===== config.mk =====
export PLATFORM = sky130hd
export DESIGN_NAME = ebcc_top
export DESIGN_NICKNAME = d
export VERILOG_FILES = /design/src/core/ebcc_pkg.sv /design/src/core/ebcc_sync.sv /design/src/core/ebcc_region_sel.sv /design/src/core/ebcc_top.sv
export SDC_FILE = /design/constraint.sdc
export NUM_CORES = 1
export LEC_CHECK = 0
export ABC_AREA = 1
export BUFFER_PORTS_ARGS = -buffer_cell sky130_fd_sc_hd__buf_2
export CORE_MARGIN = 2
export CORE_UTILIZATION = 55
export CTS_CLUSTER_SIZE = 14
export DETAILED_ROUTE_END_ITERATION = 6
export GPL_TIMING_DRIVEN = 0
export PLACE_DENSITY = 0.89
export SLEW_MARGIN = 0
export SYNTH_ARGS = -nofsm -noshare
export SYNTH_HDL_FRONTEND = slang
export SYNTH_SLANG_ARGS = --single-unit

===== constraint.sdc =====
create_clock -name clk_i -period 4.4 [get_ports clk_i]
set_input_delay 0.88 -clock clk_i [delete_from_list [all_inputs] [get_ports clk_i]]
set_output_delay 0.88 -clock clk_i [all_outputs]
set_load 0.01 [all_outputs]

===== src/core/ebcc_pkg.sv =====
// Constants, types and helpers for the external bus cycle configuration block
package ebcc_pkg;
	// Timing base: one half-period of the CPU clock, rounded up to whole cycles
	localparam int unsigned CLK_PERIOD_NS = 10;
	localparam int unsigned TCL_NS        = 5;
	localparam int unsigned TCL_CYC       = (TCL_NS + CLK_PERIOD_NS - 1) / CLK_PERIOD_NS;
	// Phase lengths in half-periods, then in cycles
	localparam int unsigned ALE_TCL      = 1;
	localparam int unsigned ALE_LONG_TCL = 2;
	localparam int unsigned DELAY_TCL    = 1;
	localparam int unsigned CMD_TCL      = 2;
	localparam int unsigned WAIT_TCL     = 2;
	localparam logic [5:0]  ALE_CYC      = 6'(ALE_TCL * TCL_CYC);
	localparam logic [5:0]  ALE_LONG_CYC = 6'(ALE_LONG_TCL * TCL_CYC);
	localparam logic [5:0]  DELAY_CYC    = 6'(DELAY_TCL * TCL_CYC);
	localparam logic [5:0]  CMD_CYC      = 6'(CMD_TCL * TCL_CYC);
	localparam logic [5:0]  WAIT_CYC     = 6'(WAIT_TCL * TCL_CYC);
	localparam logic [3:0]  MAX_WAIT     = 4'hf;
	// Register indices; byte address is four times the index
	localparam logic [15:0] CFG_IDX [0:4] = '{16'hff0c, 16'hff14, 16'hff16, 16'hff18, 16'hff1a};
	localparam logic [15:0] CTRL_IDX      = 16'hff20;
	localparam logic [15:0] STAT_IDX      = 16'hff22;
	// Configuration word layout
	localparam int unsigned CYC_WAIT_LSB   = 0;
	localparam int unsigned CMD_DELAY_BIT  = 4;
	localparam int unsigned TRI_WAIT_BIT   = 5;
	localparam int unsigned BUS_TYPE_LSB   = 6;
	localparam int unsigned LATCH_LEN_BIT  = 9;
	localparam int unsigned REGION_ACT_BIT = 10;
	localparam int unsigned READY_EN_BIT   = 12;
	localparam int unsigned READY_POL_BIT  = 13;
	localparam int unsigned RD_GATE_BIT    = 14;
	localparam int unsigned WR_GATE_BIT    = 15;
	localparam logic [15:0] CFG_RW_MASK    = 16'hf6ff;
	localparam logic [15:0] CFG_RESET      = 16'h0000;
	localparam logic [15:0] STRAP_SET_MASK = 16'h0600;
	// Control register layout
	localparam int unsigned WR_PIN_CFG_BIT = 0;
	localparam int unsigned SEL_LATCH_BIT  = 1;
	localparam logic [15:0] CTRL_RW_MASK   = 16'h0003;
	localparam logic [15:0] CTRL_RESET     = 16'h0000;

	typedef enum logic [1:0] {
		bt_demux8  = 2'h0,
		bt_mux8    = 2'h1,
		bt_demux16 = 2'h2,
		bt_mux16   = 2'h3
	} ebcc_bus_type;

	typedef enum logic [4:0] {
		st_idle  = 5'h01,
		st_addr  = 5'h02,
		st_delay = 5'h04,
		st_cmd   = 5'h08,
		st_tris  = 5'h10
	} ebcc_state_type;

	// Command phase length in cycles for a cycle wait field value
	function automatic logic [5:0] cmd_cycles(input logic [3:0] wait_field);
		return 6'(CMD_CYC + 6'(MAX_WAIT - wait_field) * WAIT_CYC);
	endfunction : cmd_cycles

	// Byte-lane merge of a 16-bit register write
	function automatic logic [15:0] merge16(input logic [15:0] old_v, input logic [15:0] new_v,
		input logic [1:0] lanes, input logic [15:0] mask);
		logic [15:0] m;
		m = {lanes[1] ? new_v[15:8] : old_v[15:8], lanes[0] ? new_v[7:0] : old_v[7:0]};
		return m & mask;
	endfunction : merge16
endpackage : ebcc_pkg


===== src/core/ebcc_sync.sv =====
// Two-stage synchroniser for pins entering the clock domain
`timescale 1ns/100ps
module ebcc_sync #(
	parameter int unsigned W = 1
) (
	input  wire logic         clk_i, // System clock
	input  wire logic [W-1:0] d_i,   // Asynchronous pin levels
	output logic      [W-1:0] q_o    // Synchronised levels
);
	logic [W-1:0] meta_r;

	// No reset, so strap pins stay valid across the reset pulse
	always_ff @(posedge clk_i) begin
		meta_r <= d_i;
		q_o    <= meta_r;
	end
endmodule : ebcc_sync


===== src/core/ebcc_region_sel.sv =====
// Region selection: picks the configuration word that governs an access
`timescale 1ns/100ps
module ebcc_region_sel (
	input  wire logic [4:0][15:0] cfg_i,     // Default word then window words
	input  wire logic [3:0]       win_hit_i, // Window hit flags from the decoder
	output logic      [2:0]       region_o,  // Chosen region, 0 is default
	output logic      [15:0]      cfg_o      // Chosen configuration word
);
	// Lowest window wins on overlap; no hit falls back to the default region
	assign region_o = win_hit_i[0] ? 3'h1 :
		win_hit_i[1] ? 3'h2 :
		win_hit_i[2] ? 3'h3 :
		win_hit_i[3] ? 3'h4 : 3'h0;
	assign cfg_o = cfg_i[region_o];
endmodule : ebcc_region_sel


===== src/core/ebcc_top.sv =====
// External bus cycle shaper with per-region configuration and Wishbone registers
//
// Local design decision: the Wishbone register port.
`timescale 1ns/100ps
module ebcc_top
	import ebcc_pkg::*;
(
	input  wire logic        clk_i,        // System clock
	input  wire logic        rst_i,        // Synchronous reset, active high
	input  wire logic [17:0] adr_i,        // Wishbone byte address
	input  wire logic [31:0] dat_i,        // Wishbone write data
	output logic      [31:0] dat_o,        // Wishbone read data
	input  wire logic [3:0]  sel_i,        // Wishbone byte selects
	input  wire logic        we_i,         // Wishbone write enable
	input  wire logic        cyc_i,        // Wishbone cycle
	input  wire logic        stb_i,        // Wishbone strobe
	output logic             ack_o,        // Wishbone acknowledge
	input  wire logic        acc_req_i,    // Access request pulse
	input  wire logic        acc_we_i,     // Access is a write
	input  wire logic [23:0] acc_addr_i,   // Access address
	input  wire logic [15:0] acc_wdata_i,  // Access write data
	input  wire logic [1:0]  acc_be_i,     // Access byte enables
	input  wire logic [3:0]  acc_win_i,    // Address window hits
	output logic             acc_done_o,   // Access finished pulse
	output logic             acc_skip_o,   // Access refused, region inactive
	output logic             acc_busy_o,   // Access in progress
	output logic      [15:0] acc_rdata_o,  // Read data
	input  wire logic        ext_access_i, // External access strap pin
	input  wire logic [1:0]  cfg_port_i,   // Config port bits 7 and 6
	input  wire logic        ready_i,      // Ready pin
	input  wire logic [15:0] ad_i,         // Data pins, input side
	output logic      [15:0] ad_o,         // Data pins, output side
	output logic             ad_oe_n_o,    // Data pin enable, low drives
	output logic      [23:0] addr_o,       // Address pins
	output logic             ale_o,        // Address latch strobe
	output logic             rd_n_o,       // Read strobe
	output logic             wr_n_o,       // Write or low-byte write strobe
	output logic             bhe_n_o,      // Byte-high enable or high-byte write strobe
	output logic      [4:0]  cs_n_o        // Chip selects, one per region
);
	ebcc_state_type  state_r, state_nxt;
	logic [5:0]      cnt_r, cnt_nxt;
	logic [4:0][15:0] cfg_pk;
	logic [15:0]     ctrl_r, cur_cfg_r, wdata_r, sel_cfg, rd_word;
	logic [23:0]     addr_r;
	logic [2:0]      region_r, sel_region;
	logic [1:0]      be_r, cap_r, port_s;
	logic [4:0]      cs_hold_r, cs_vec;
	logic [15:0]     ad_s;
	logic [6:0]      cmd_len_r;
	logic            we_r, init_r, rdy_s, ext_s, cmd_q_r;

	// Pins pass two flops before any logic reads them
	ebcc_sync #(.W(20)) u_sync (
		.clk_i (clk_i),
		.d_i   ({ready_i, ext_access_i, cfg_port_i, ad_i}),
		.q_o   ({rdy_s, ext_s, port_s, ad_s})
	);

	ebcc_region_sel u_sel (
		.cfg_i     (cfg_pk),
		.win_hit_i (acc_win_i),
		.region_o  (sel_region),
		.cfg_o     (sel_cfg)
	);

	// Wishbone decode
	wire        bus_hit  = cyc_i & stb_i & ~ack_o;
	wire        bus_wr   = cyc_i & stb_i & we_i & ack_o; // Lands at the acknowledge edge
	wire [15:0] word_adr = adr_i[17:2];
	wire        ctrl_hit = word_adr == CTRL_IDX;
	wire        stat_hit = word_adr == STAT_IDX;
	logic [4:0] cfg_hit;

	// Strap word caught just after reset release
	wire [15:0] strap_cfg = ext_s ? CFG_RESET :
		(CFG_RESET | STRAP_SET_MASK | (16'(port_s) << BUS_TYPE_LSB));

	// Configuration registers, one per region
	genvar gi;
	generate
		for (gi = 0; gi < 5; gi++) begin : g_cfg
			logic [15:0] word_r;
			assign cfg_hit[gi] = word_adr == CFG_IDX[gi];
			assign cfg_pk[gi]  = word_r;
			always_ff @(posedge clk_i) begin
				if (rst_i) begin
					word_r <= CFG_RESET;
				end else if (gi == 0 && init_r) begin
					word_r <= strap_cfg;
				end else if (bus_wr && cfg_hit[gi]) begin
					word_r <= merge16(word_r, dat_i[15:0], sel_i[1:0], CFG_RW_MASK);
				end
			end
		end
	endgenerate

	// Control register and the one-shot strap load flag
	always_ff @(posedge clk_i) begin
		if (rst_i) begin
			ctrl_r <= CTRL_RESET;
			init_r <= 1'b1;
		end else begin
			init_r <= 1'b0;
			if (bus_wr && ctrl_hit) begin
				ctrl_r <= merge16(ctrl_r, dat_i[15:0], sel_i[1:0], CTRL_RW_MASK);
			end
		end
	end

	// Read mux; unmapped words read as zero and still acknowledge
	always_comb begin
		rd_word = 16'h0000;
		for (int i = 0; i < 5; i++) begin
			if (cfg_hit[i]) begin
				rd_word = cfg_pk[i];
			end
		end
		if (ctrl_hit) begin
			rd_word = ctrl_r;
		end
		if (stat_hit) begin
			rd_word = {7'h00, |cap_r, region_r, state_r};
		end
	end

	// Single-wait-state acknowledge
	always_ff @(posedge clk_i) begin
		if (rst_i) begin
			ack_o <= 1'b0;
			dat_o <= 32'h0000_0000;
		end else begin
			ack_o <= bus_hit;
			dat_o <= bus_hit ? {16'h0000, rd_word} : 32'h0000_0000;
		end
	end

	// Fields of the configuration governing the running cycle
	ebcc_bus_type bus_type;
	assign bus_type = ebcc_bus_type'(cur_cfg_r[BUS_TYPE_LSB +: 2]);
	wire is_mux   = (bus_type == bt_mux8) || (bus_type == bt_mux16);
	wire is_16    = (bus_type == bt_demux16) || (bus_type == bt_mux16);
	wire rdy_mode = cur_cfg_r[READY_EN_BIT];
	wire rdy_hit  = rdy_s == cur_cfg_r[READY_POL_BIT];
	wire cnt_zero = cnt_r == 6'h00;
	wire cmd_end  = rdy_mode ? rdy_hit : cnt_zero;
	wire [5:0] cmd_load = cmd_cycles(cur_cfg_r[CYC_WAIT_LSB +: 4]) - 6'h01;
	wire idle_ok  = (state_r == st_idle) && (cap_r == 2'h0);
	wire take     = idle_ok && acc_req_i && sel_cfg[REGION_ACT_BIT];
	wire skip     = idle_ok && acc_req_i && !sel_cfg[REGION_ACT_BIT];
	wire in_cmd   = state_r == st_cmd;
	wire rd_end   = in_cmd && cmd_end && !we_r;
	wire finish   = (in_cmd && cmd_end && cur_cfg_r[TRI_WAIT_BIT]) ||
		(state_r == st_tris && cnt_zero);

	// Cycle sequencer
	always_comb begin
		state_nxt = state_r;
		cnt_nxt   = cnt_zero ? cnt_r : cnt_r - 6'h01;
		unique case (state_r)
			st_idle: begin
				if (take) begin
					state_nxt = st_addr;
					cnt_nxt   = (sel_cfg[LATCH_LEN_BIT] ? ALE_LONG_CYC : ALE_CYC) - 6'h01;
				end
			end
			st_addr: begin
				if (cnt_zero && cur_cfg_r[CMD_DELAY_BIT]) begin
					state_nxt = st_cmd;
					cnt_nxt   = cmd_load;
				end else if (cnt_zero) begin
					state_nxt = st_delay;
					cnt_nxt   = DELAY_CYC - 6'h01;
				end
			end
			st_delay: begin
				if (cnt_zero) begin
					state_nxt = st_cmd;
					cnt_nxt   = cmd_load;
				end
			end
			st_cmd: begin
				if (cmd_end) begin
					state_nxt = cur_cfg_r[TRI_WAIT_BIT] ? st_idle : st_tris;
					cnt_nxt   = WAIT_CYC - 6'h01;
				end
			end
			st_tris: begin
				if (cnt_zero) begin
					state_nxt = st_idle;
				end
			end
			default: begin
				state_nxt = st_idle;
			end
		endcase
	end

	// Sequencer state and the latched request
	always_ff @(posedge clk_i) begin
		if (rst_i) begin
			state_r   <= st_idle;
			cnt_r     <= 6'h00;
			cap_r     <= 2'h0;
			cur_cfg_r <= CFG_RESET;
			region_r  <= 3'h0;
		end else begin
			state_r <= state_nxt;
			cnt_r   <= cnt_nxt;
			cap_r   <= {cap_r[0], rd_end};
			if (take) begin
				cur_cfg_r <= sel_cfg;
				region_r  <= sel_region;
			end
		end
	end

	// Request fields are loaded on every take before any cycle uses them, so they need no reset
	always_ff @(posedge clk_i) begin
		if (take) begin
			we_r    <= acc_we_i;
			be_r    <= acc_be_i;
			addr_r  <= acc_addr_i;
			wdata_r <= acc_wdata_i;
		end
	end

	// Strobe and select terms from the current state
	wire in_cyc   = state_r != st_idle;
	wire rd_on    = in_cmd && !we_r;
	wire wr_on    = in_cmd && we_r;
	wire wr_split = ctrl_r[WR_PIN_CFG_BIT];
	wire wr_low   = wr_split ? (wr_on && be_r[0]) : wr_on;
	wire wr_high  = wr_split ? (wr_on && be_r[1]) : (in_cyc && is_16 && be_r[1]);
	wire rd_gated = cur_cfg_r[RD_GATE_BIT] && !we_r;
	wire wr_gated = cur_cfg_r[WR_GATE_BIT] && we_r;
	wire cs_live  = in_cyc && !(rd_gated && !rd_on) && !(wr_gated && !wr_on);
	wire cs_now   = ctrl_r[SEL_LATCH_BIT] || rd_gated || wr_gated;
	wire drv_addr = (state_r == st_addr) && is_mux;
	wire drv_data = we_r && (state_r == st_delay || in_cmd);
	assign cs_vec = cs_live ? 5'(5'h01 << region_r) : 5'h00;

	// Pin outputs, all straight from flops; gated selects bypass the latch stage
	always_ff @(posedge clk_i) begin
		if (rst_i) begin
			ale_o     <= 1'b0;
			rd_n_o    <= 1'b1;
			wr_n_o    <= 1'b1;
			bhe_n_o   <= 1'b1;
			cs_hold_r <= 5'h00;
			cs_n_o    <= 5'h1f;
			addr_o    <= 24'h00_0000;
			ad_o      <= 16'h0000;
			ad_oe_n_o <= 1'b1;
			cmd_q_r   <= 1'b0;
		end else begin
			ale_o     <= state_r == st_addr;
			rd_n_o    <= !rd_on;
			wr_n_o    <= !wr_low;
			bhe_n_o   <= !wr_high;
			cs_hold_r <= cs_vec;
			cs_n_o    <= ~(cs_now ? cs_vec : cs_hold_r);
			addr_o    <= in_cyc ? addr_r : 24'h00_0000;
			ad_o      <= drv_addr ? addr_r[15:0] : wdata_r;
			ad_oe_n_o <= !(drv_addr || drv_data);
			cmd_q_r   <= in_cmd;
		end
	end

	// Access answer; read data lands two cycles after the strobe ends to cover the sync
	always_ff @(posedge clk_i) begin
		if (rst_i) begin
			acc_done_o  <= 1'b0;
			acc_skip_o  <= 1'b0;
			acc_busy_o  <= 1'b0;
			acc_rdata_o <= 16'h0000;
		end else begin
			acc_done_o <= skip || (finish && we_r) || cap_r[1];
			acc_skip_o <= skip;
			acc_busy_o <= (state_nxt != st_idle) || rd_end || cap_r[0];
			if (cap_r[1]) begin
				acc_rdata_o <= is_16 ? ad_s : {8'h00, ad_s[7:0]};
			end
		end
	end

	// Command length counter used only by the checks below
	always_ff @(posedge clk_i) begin
		if (rst_i || !in_cmd) begin
			cmd_len_r <= 7'h00;
		end else begin
			cmd_len_r <= cmd_len_r + 7'h01;
		end
	end
endmodule : ebcc_top


After elaboration in Yosys (flattened, before gate mapping)

Index checks and enable logic that the tools add are counted.

Input bits: 127
Output and inout port bits: 102
Register bits: 297

Multiplexer cells: 42
Bitwise logic cells: 8
Order comparisons: 1
Equality and inequality tests: 18
Reductions and logical operators: 70
Add/subtract/negate cells: 5
Shift operators: 1

Operators by type and width:

| operator                                         | count |
|---|---|
| two-way mux 16 bit                               | 11 |
| == test 16 bit, second input constant            | 7 |
| binary-select mux 16 bit (select 3 bit)          | 1 |
| two-way mux 5 bit                                | 9 |
| two-way mux 6 bit                                | 6 |
| logical AND 1 bit                                | 30 |
| one-hot mux 5 bit (5 select lines)               | 1 |
| one-hot mux 6 bit (4 select lines)               | 1 |
| AND reduction 2 bit                              | 11 |
| two-way mux 8 bit                                | 2 |
| two-way mux 3 bit                                | 4 |
| subtractor 6 x 1 -> 6 bit, second input constant | 2 |
| logical OR 1 bit                                 | 11 |
| two-way mux 11 bit                               | 1 |
| != test 5 x 1 -> 1 bit, second input constant    | 2 |
| logical NOT 1 bit                                | 9 |
| two-way mux 9 bit                                | 1 |
| adder 2 x 6 -> 6 bit, first input constant       | 1 |
| logical NOT 6 bit                                | 1 |
| nonzero test 2 bit                               | 3 |
| OR reduction 2 bit                               | 3 |
| == test 5 x 1 -> 1 bit, second input constant    | 1 |
| == test 5 x 2 -> 1 bit, second input constant    | 1 |
| == test 5 x 3 -> 1 bit, second input constant    | 1 |
| other kinds (16)                                 | 25 |

Logic depth before layout (Yosys ltp)

Depth in word-level cells: 12
Gate-level depth with buffers: 13
Depth with buffers taken out: 13

Cells and area by module

A second synthesis with hierarchy kept.

Cells, all modules: 1348
Area, all modules: 11113.2 um^2

Modules (own cells, without submodules):

| module          | times used | area an instance (um^2) | cells an instance | seq. area each (um^2) |
|---|---|---|---|---|
| ebcc_top        | 1          | 9181.3                  | 1070              | 5114.9 |
| ebcc_region_sel | 1          | 1131.1                  | 238               | 0.0 |
| ebcc_sync       | 1          | 800.8                   | 40                | 800.8 |

Least setup slack after synthesis

OpenSTA, ideal clock, no wires.

Path type: input to register
Start: input acc_win_i[2]
End: register addr_r[0], enable pin
Path buffers: 2
Setup time: 0.343 ns
Data arrival time: 1.985 ns
Slack: 2.072 ns
Stages: 7
Cell sequence: o21ai_1 -> buf_2 -> nand3_2 -> nand2_2 -> nand3_4 -> inv_4 -> buf_6

Longest elaborated chain between the ends: 6

RTL lines:

| what                                     | line                  | text |
|---|---|---|
| start: declaration                       | ebcc_top.sv:23        | `input wire logic [3:0] acc_win_i,` |
| two-way mux 3 bit                        | ebcc_region_sel.sv:12 | `win_hit_i[2] ? 3'h3 :` |
| two-way mux 3 bit                        | ebcc_region_sel.sv:11 | `win_hit_i[1] ? 3'h2 :` |
| two-way mux 3 bit                        | ebcc_region_sel.sv:10 | `assign region_o = win_hit_i[0] ? 3'h1 :` |
| binary-select mux 16 bit (select 3 bit)  | ebcc_region_sel.sv:14 | `assign cfg_o = cfg_i[region_o];` |
| two-way mux 16 bit (implied by the code) | ebcc_region_sel.sv:14 |  |
| logical AND 1 bit                        | ebcc_top.sv:149       | `wire take = idle_ok && acc_req_i && sel_cfg[REGION_ACT_BIT];` |
| net take                                 | ebcc_top.sv:149       |  |
| end signal: assignment                   | ebcc_top.sv:223       | `addr_r <= acc_addr_i;` |
| end: declaration                         | ebcc_top.sv:45        | `logic [23:0] addr_r;` |

The timed path passes the listed nets, and every way through them passes these cells. The select of a mux whose other input is x is not followed.
A chain may end at the register's enable or synchronous reset.

Worst setup path in the final report

Start: input acc_win_i[0]
End: register addr_r[21], enable pin

Longest elaborated chain between the ends: 4

RTL lines:

| what                                     | line |
|---|---|
| two-way mux 3 bit                        | ebcc_region_sel.sv:10 |
| binary-select mux 16 bit (select 3 bit)  | ebcc_region_sel.sv:14 |
| two-way mux 16 bit (implied by the code) | ebcc_region_sel.sv:14 |
| logical AND 1 bit                        | ebcc_top.sv:149 |
| net take                                 | ebcc_top.sv:149 |

The timed path passes the listed nets, and every way through them passes these cells. The select of a mux whose other input is x is not followed.

==> results.cfg <==
[synth]
yosysWarnings = 0
ys_seq_area_share_pct = 55.3
syn_inst = 1250
syn_area_um2 = 10700
synth_area_leaders = dfxtp_1 43%, edfxtp_1 12%, a21oi_1 7.4%, nand2_1 5.8%, nor2_1 5.4%
synth-main-ff-cell = dfxtp_1
yosys.area.top_type = dfxtp_1
synth_async_sr_flop_share_pct = 0
yosys.area.top_type_share_pct = 43.3
ys_ff_latch = 274
synth_area_per_cell_um2 = 8.55
synth_cell_types = 41
synth_edf_count = 43

[worst_setup_path]
start_kind = input port
crit_type = input port to flip-flop
critPathMaxFanout = 52
cp.required_ns = 4.58
path_buf_inv = 4
reg2reg_depth = 11
path_delay_family = simple AND/OR/NAND/NOR gates
cp.arrival_ns = 2.65
crit_cells = 7
r2r_slack_ns = 2.02
slowest_stage = buf_6
path_cells = buf_2, inv_2, nand3_1, nand2_1, nand3_4, inv_4, buf_6
critical_path.endpoint_type = flip-flop
crit_path_max_incr_delay_ns = 0.43

[clock_tree]
cts_made_buffers = 28
ctsHoldBuffers = 0
ctsResizeCount = 0
clkLatencyLatePin_ns = 0.54
cts.clk_slew.worst_paths_ns = 0.06
post_cts_buffers = 0
cts_root_buffer = clkbuf_16
clk_path_buf_depth = 3
cts_sinks = 274
cts.htree.levels = 1
cts_tree = done

[detailed_routing]
drt_iter0_markers = 1284
route.detailed.drc = 0
antenna_left = 0
firstDrtPassIters = 5
vias = 9858
wire_per_inst_um = 16.9
routed_wl_mm = 29.8
viasPerCell = 5.58

[cells_and_area]
final_design_area_no_fill_um2 = 13000
fin_util_pct = 68.7
final_cells = 1766
layout_common_cells = 231 x dfxtp_1, 200 x buf_2, 166 x nand2_1
areaGrowthSynthToFinish_pct = 21.4
nets = 1613
diodes = 0
layout-drive-gt1-share_pct = 21.8
layout_commonest_cell = dfxtp_1

[min_path]
min_path_cells = 0
holdCritPathClass = flip-flop to flip-flop

[floorplanning]
start_util_pct = 56.6
die-area_um2 = 20600
die_w_um = 143
ios = 229
core_um2 = 18900
die_y_um = 143
rows = 50

[run_status]
status = finished, final reports clean

[timing]
fin_crit_sh_pct = 56.2
hold_viol_final = 0
setup_viol = 0
worst_pin_slew_ns = 0.756
hold_ws_ns = 0.326
fin_skew_ns = 0.0145
slew_headroom_pct = 49.6
period_needed_ns = 2.47
grt_setup_unrepaired = false
drv_slew = 0
fin_tns_setup_ns = 0
fmaxAchievable_mhz = 404

[flow_run]
drv_cap = 0

[place]
place_congestion = 0.906
place_area_um2 = 12000
port_buffers = 188
dp.cells = 1714
dp_hpwl_mm = 21.5

[global_route]
antenna_found_initial = 1
overflow = 0
grt_pass1_wl_mm = 46.6
grt_pass1_vias = 9323
grt_max_degree = 53
track_usage_pct = 28.6

[power]
p_per_area_nw_per_um2 = 448
ir_drop_v = 0.000426
p_leak_nw = 5.86
synth_stat cells, types with 2 or more instances:
| cell | count |
|---|---|
| a21oi_1 | 157 |
| a31oi_1 | 13 |
| and2_1 | 2 |
| buf_1 | 2 |
| buf_2 | 12 |
| buf_4 | 28 |
| buf_6 | 5 |
| clkbuf_1 | 28 |
| clkinv_1 | 2 |
| dfxtp_1 | 231 |
| edfxtp_1 | 43 |
| ha_1 | 2 |
| inv_1 | 103 |
| inv_2 | 10 |
| inv_4 | 4 |
| nand2_1 | 166 |
| nand2_2 | 7 |
| nand2_4 | 2 |
| nand3_1 | 67 |
| nand3_2 | 3 |
| nand3_4 | 2 |
| nand4_1 | 20 |
| nor2_1 | 153 |
| nor2_2 | 5 |
| nor2_4 | 11 |
| nor2_8 | 3 |
| nor3_1 | 6 |
| o2111ai_1 | 9 |
| o211ai_1 | 22 |
| o21ai_0 | 87 |
| o21ai_1 | 29 |
| o22ai_1 | 3 |
| or2_1 | 2 |
| or2_2 | 3 |
| xnor2_1 | 2 |
kinds of logic after synthesis:
logic type / count (synthesis) / share of synthesized area, %
and+or+nand+nor: 454 / 19.6
AOI/OAI and AO/OA: 323 / 16.2
DFF: 274 / 55.3
buffers and inverters: 194 / 8.38
xor gates and xnor gates: 2 / 0.164
adders and majority gates: 2 / 0.234
other: 1 / 0.0351
final timing paths:
kind	startpoint	endpoint
worst min-delay path	u_sync.meta_r[6]	u_sync.q_o[6]
worst min register to register	u_sync.meta_r[6]	u_sync.q_o[6]
worst max register to register	cnt_r[0]	cnt_r[0]
worst max-delay path	acc_win_i[0]	addr_r[21]
stage by stage:
stage          power [mW]  worst slack, ns
4_1_cts              5.80             2.02
6_report             5.81             1.93
3_3_place_gp         3.38             1.52
5_1_grt              6.00             1.81
2_1_floorplan        3.18             2.07
3_5_place_dp         3.41             1.49
area by class of cell:
cell class | instances | area (µm²)
fill | 1431 | 5920
sequential | 274 | 5920
multi-input combinational | 798 | 3940
timing repair buffer | 188 | 941
clock buffer | 40 | 796
inverter | 119 | 457
buffer | 75 | 439
tap | 260 | 325
clock inverter | 12 | 161
power by group:
| part | internal, mW | total [mW] | switching [mW] |
|---|---|---|---|
| Clock | 1.44 | 2.42 | 0.979 |
| Combinational | 0.225 | 0.700 | 0.475 |
| Sequential | 2.65 | 2.69 | 0.0452 |
| Total | 4.31 | 5.81 | 1.50 |
routing by layer:
| layer | vias up | track usage (%) | part of all wire [%] |
|---|---|---|---|
| li1 | 4606 | - | - |
| met3 | 101 | 5.40 | 10 |
| met1 | 4552 | 36.3 | 38 |
| met5 | - | 0 | 0.030 |
| met4 | 2 | 11.4 | 4.2 |
| met2 | 597 | 48.2 | 47 |
sequential cells by signal, summed over array words and instances (netlist names), 2 cells and up:
signal,cells
g_cfg.word_r,70
addr_o,24
addr_r,24
u_sync.meta_r,20
u_sync.q_o,20
acc_rdata_o,16
ad_o,16
wdata_r,16
dat_o,15
cur_cfg_r,12
cnt_r,6
cs_hold_r,5
cs_n_o,5
state_r,5
region_r,3
be_r,2
cap_r,2
ctrl_r,2
(Power assumes the default switching activity.)
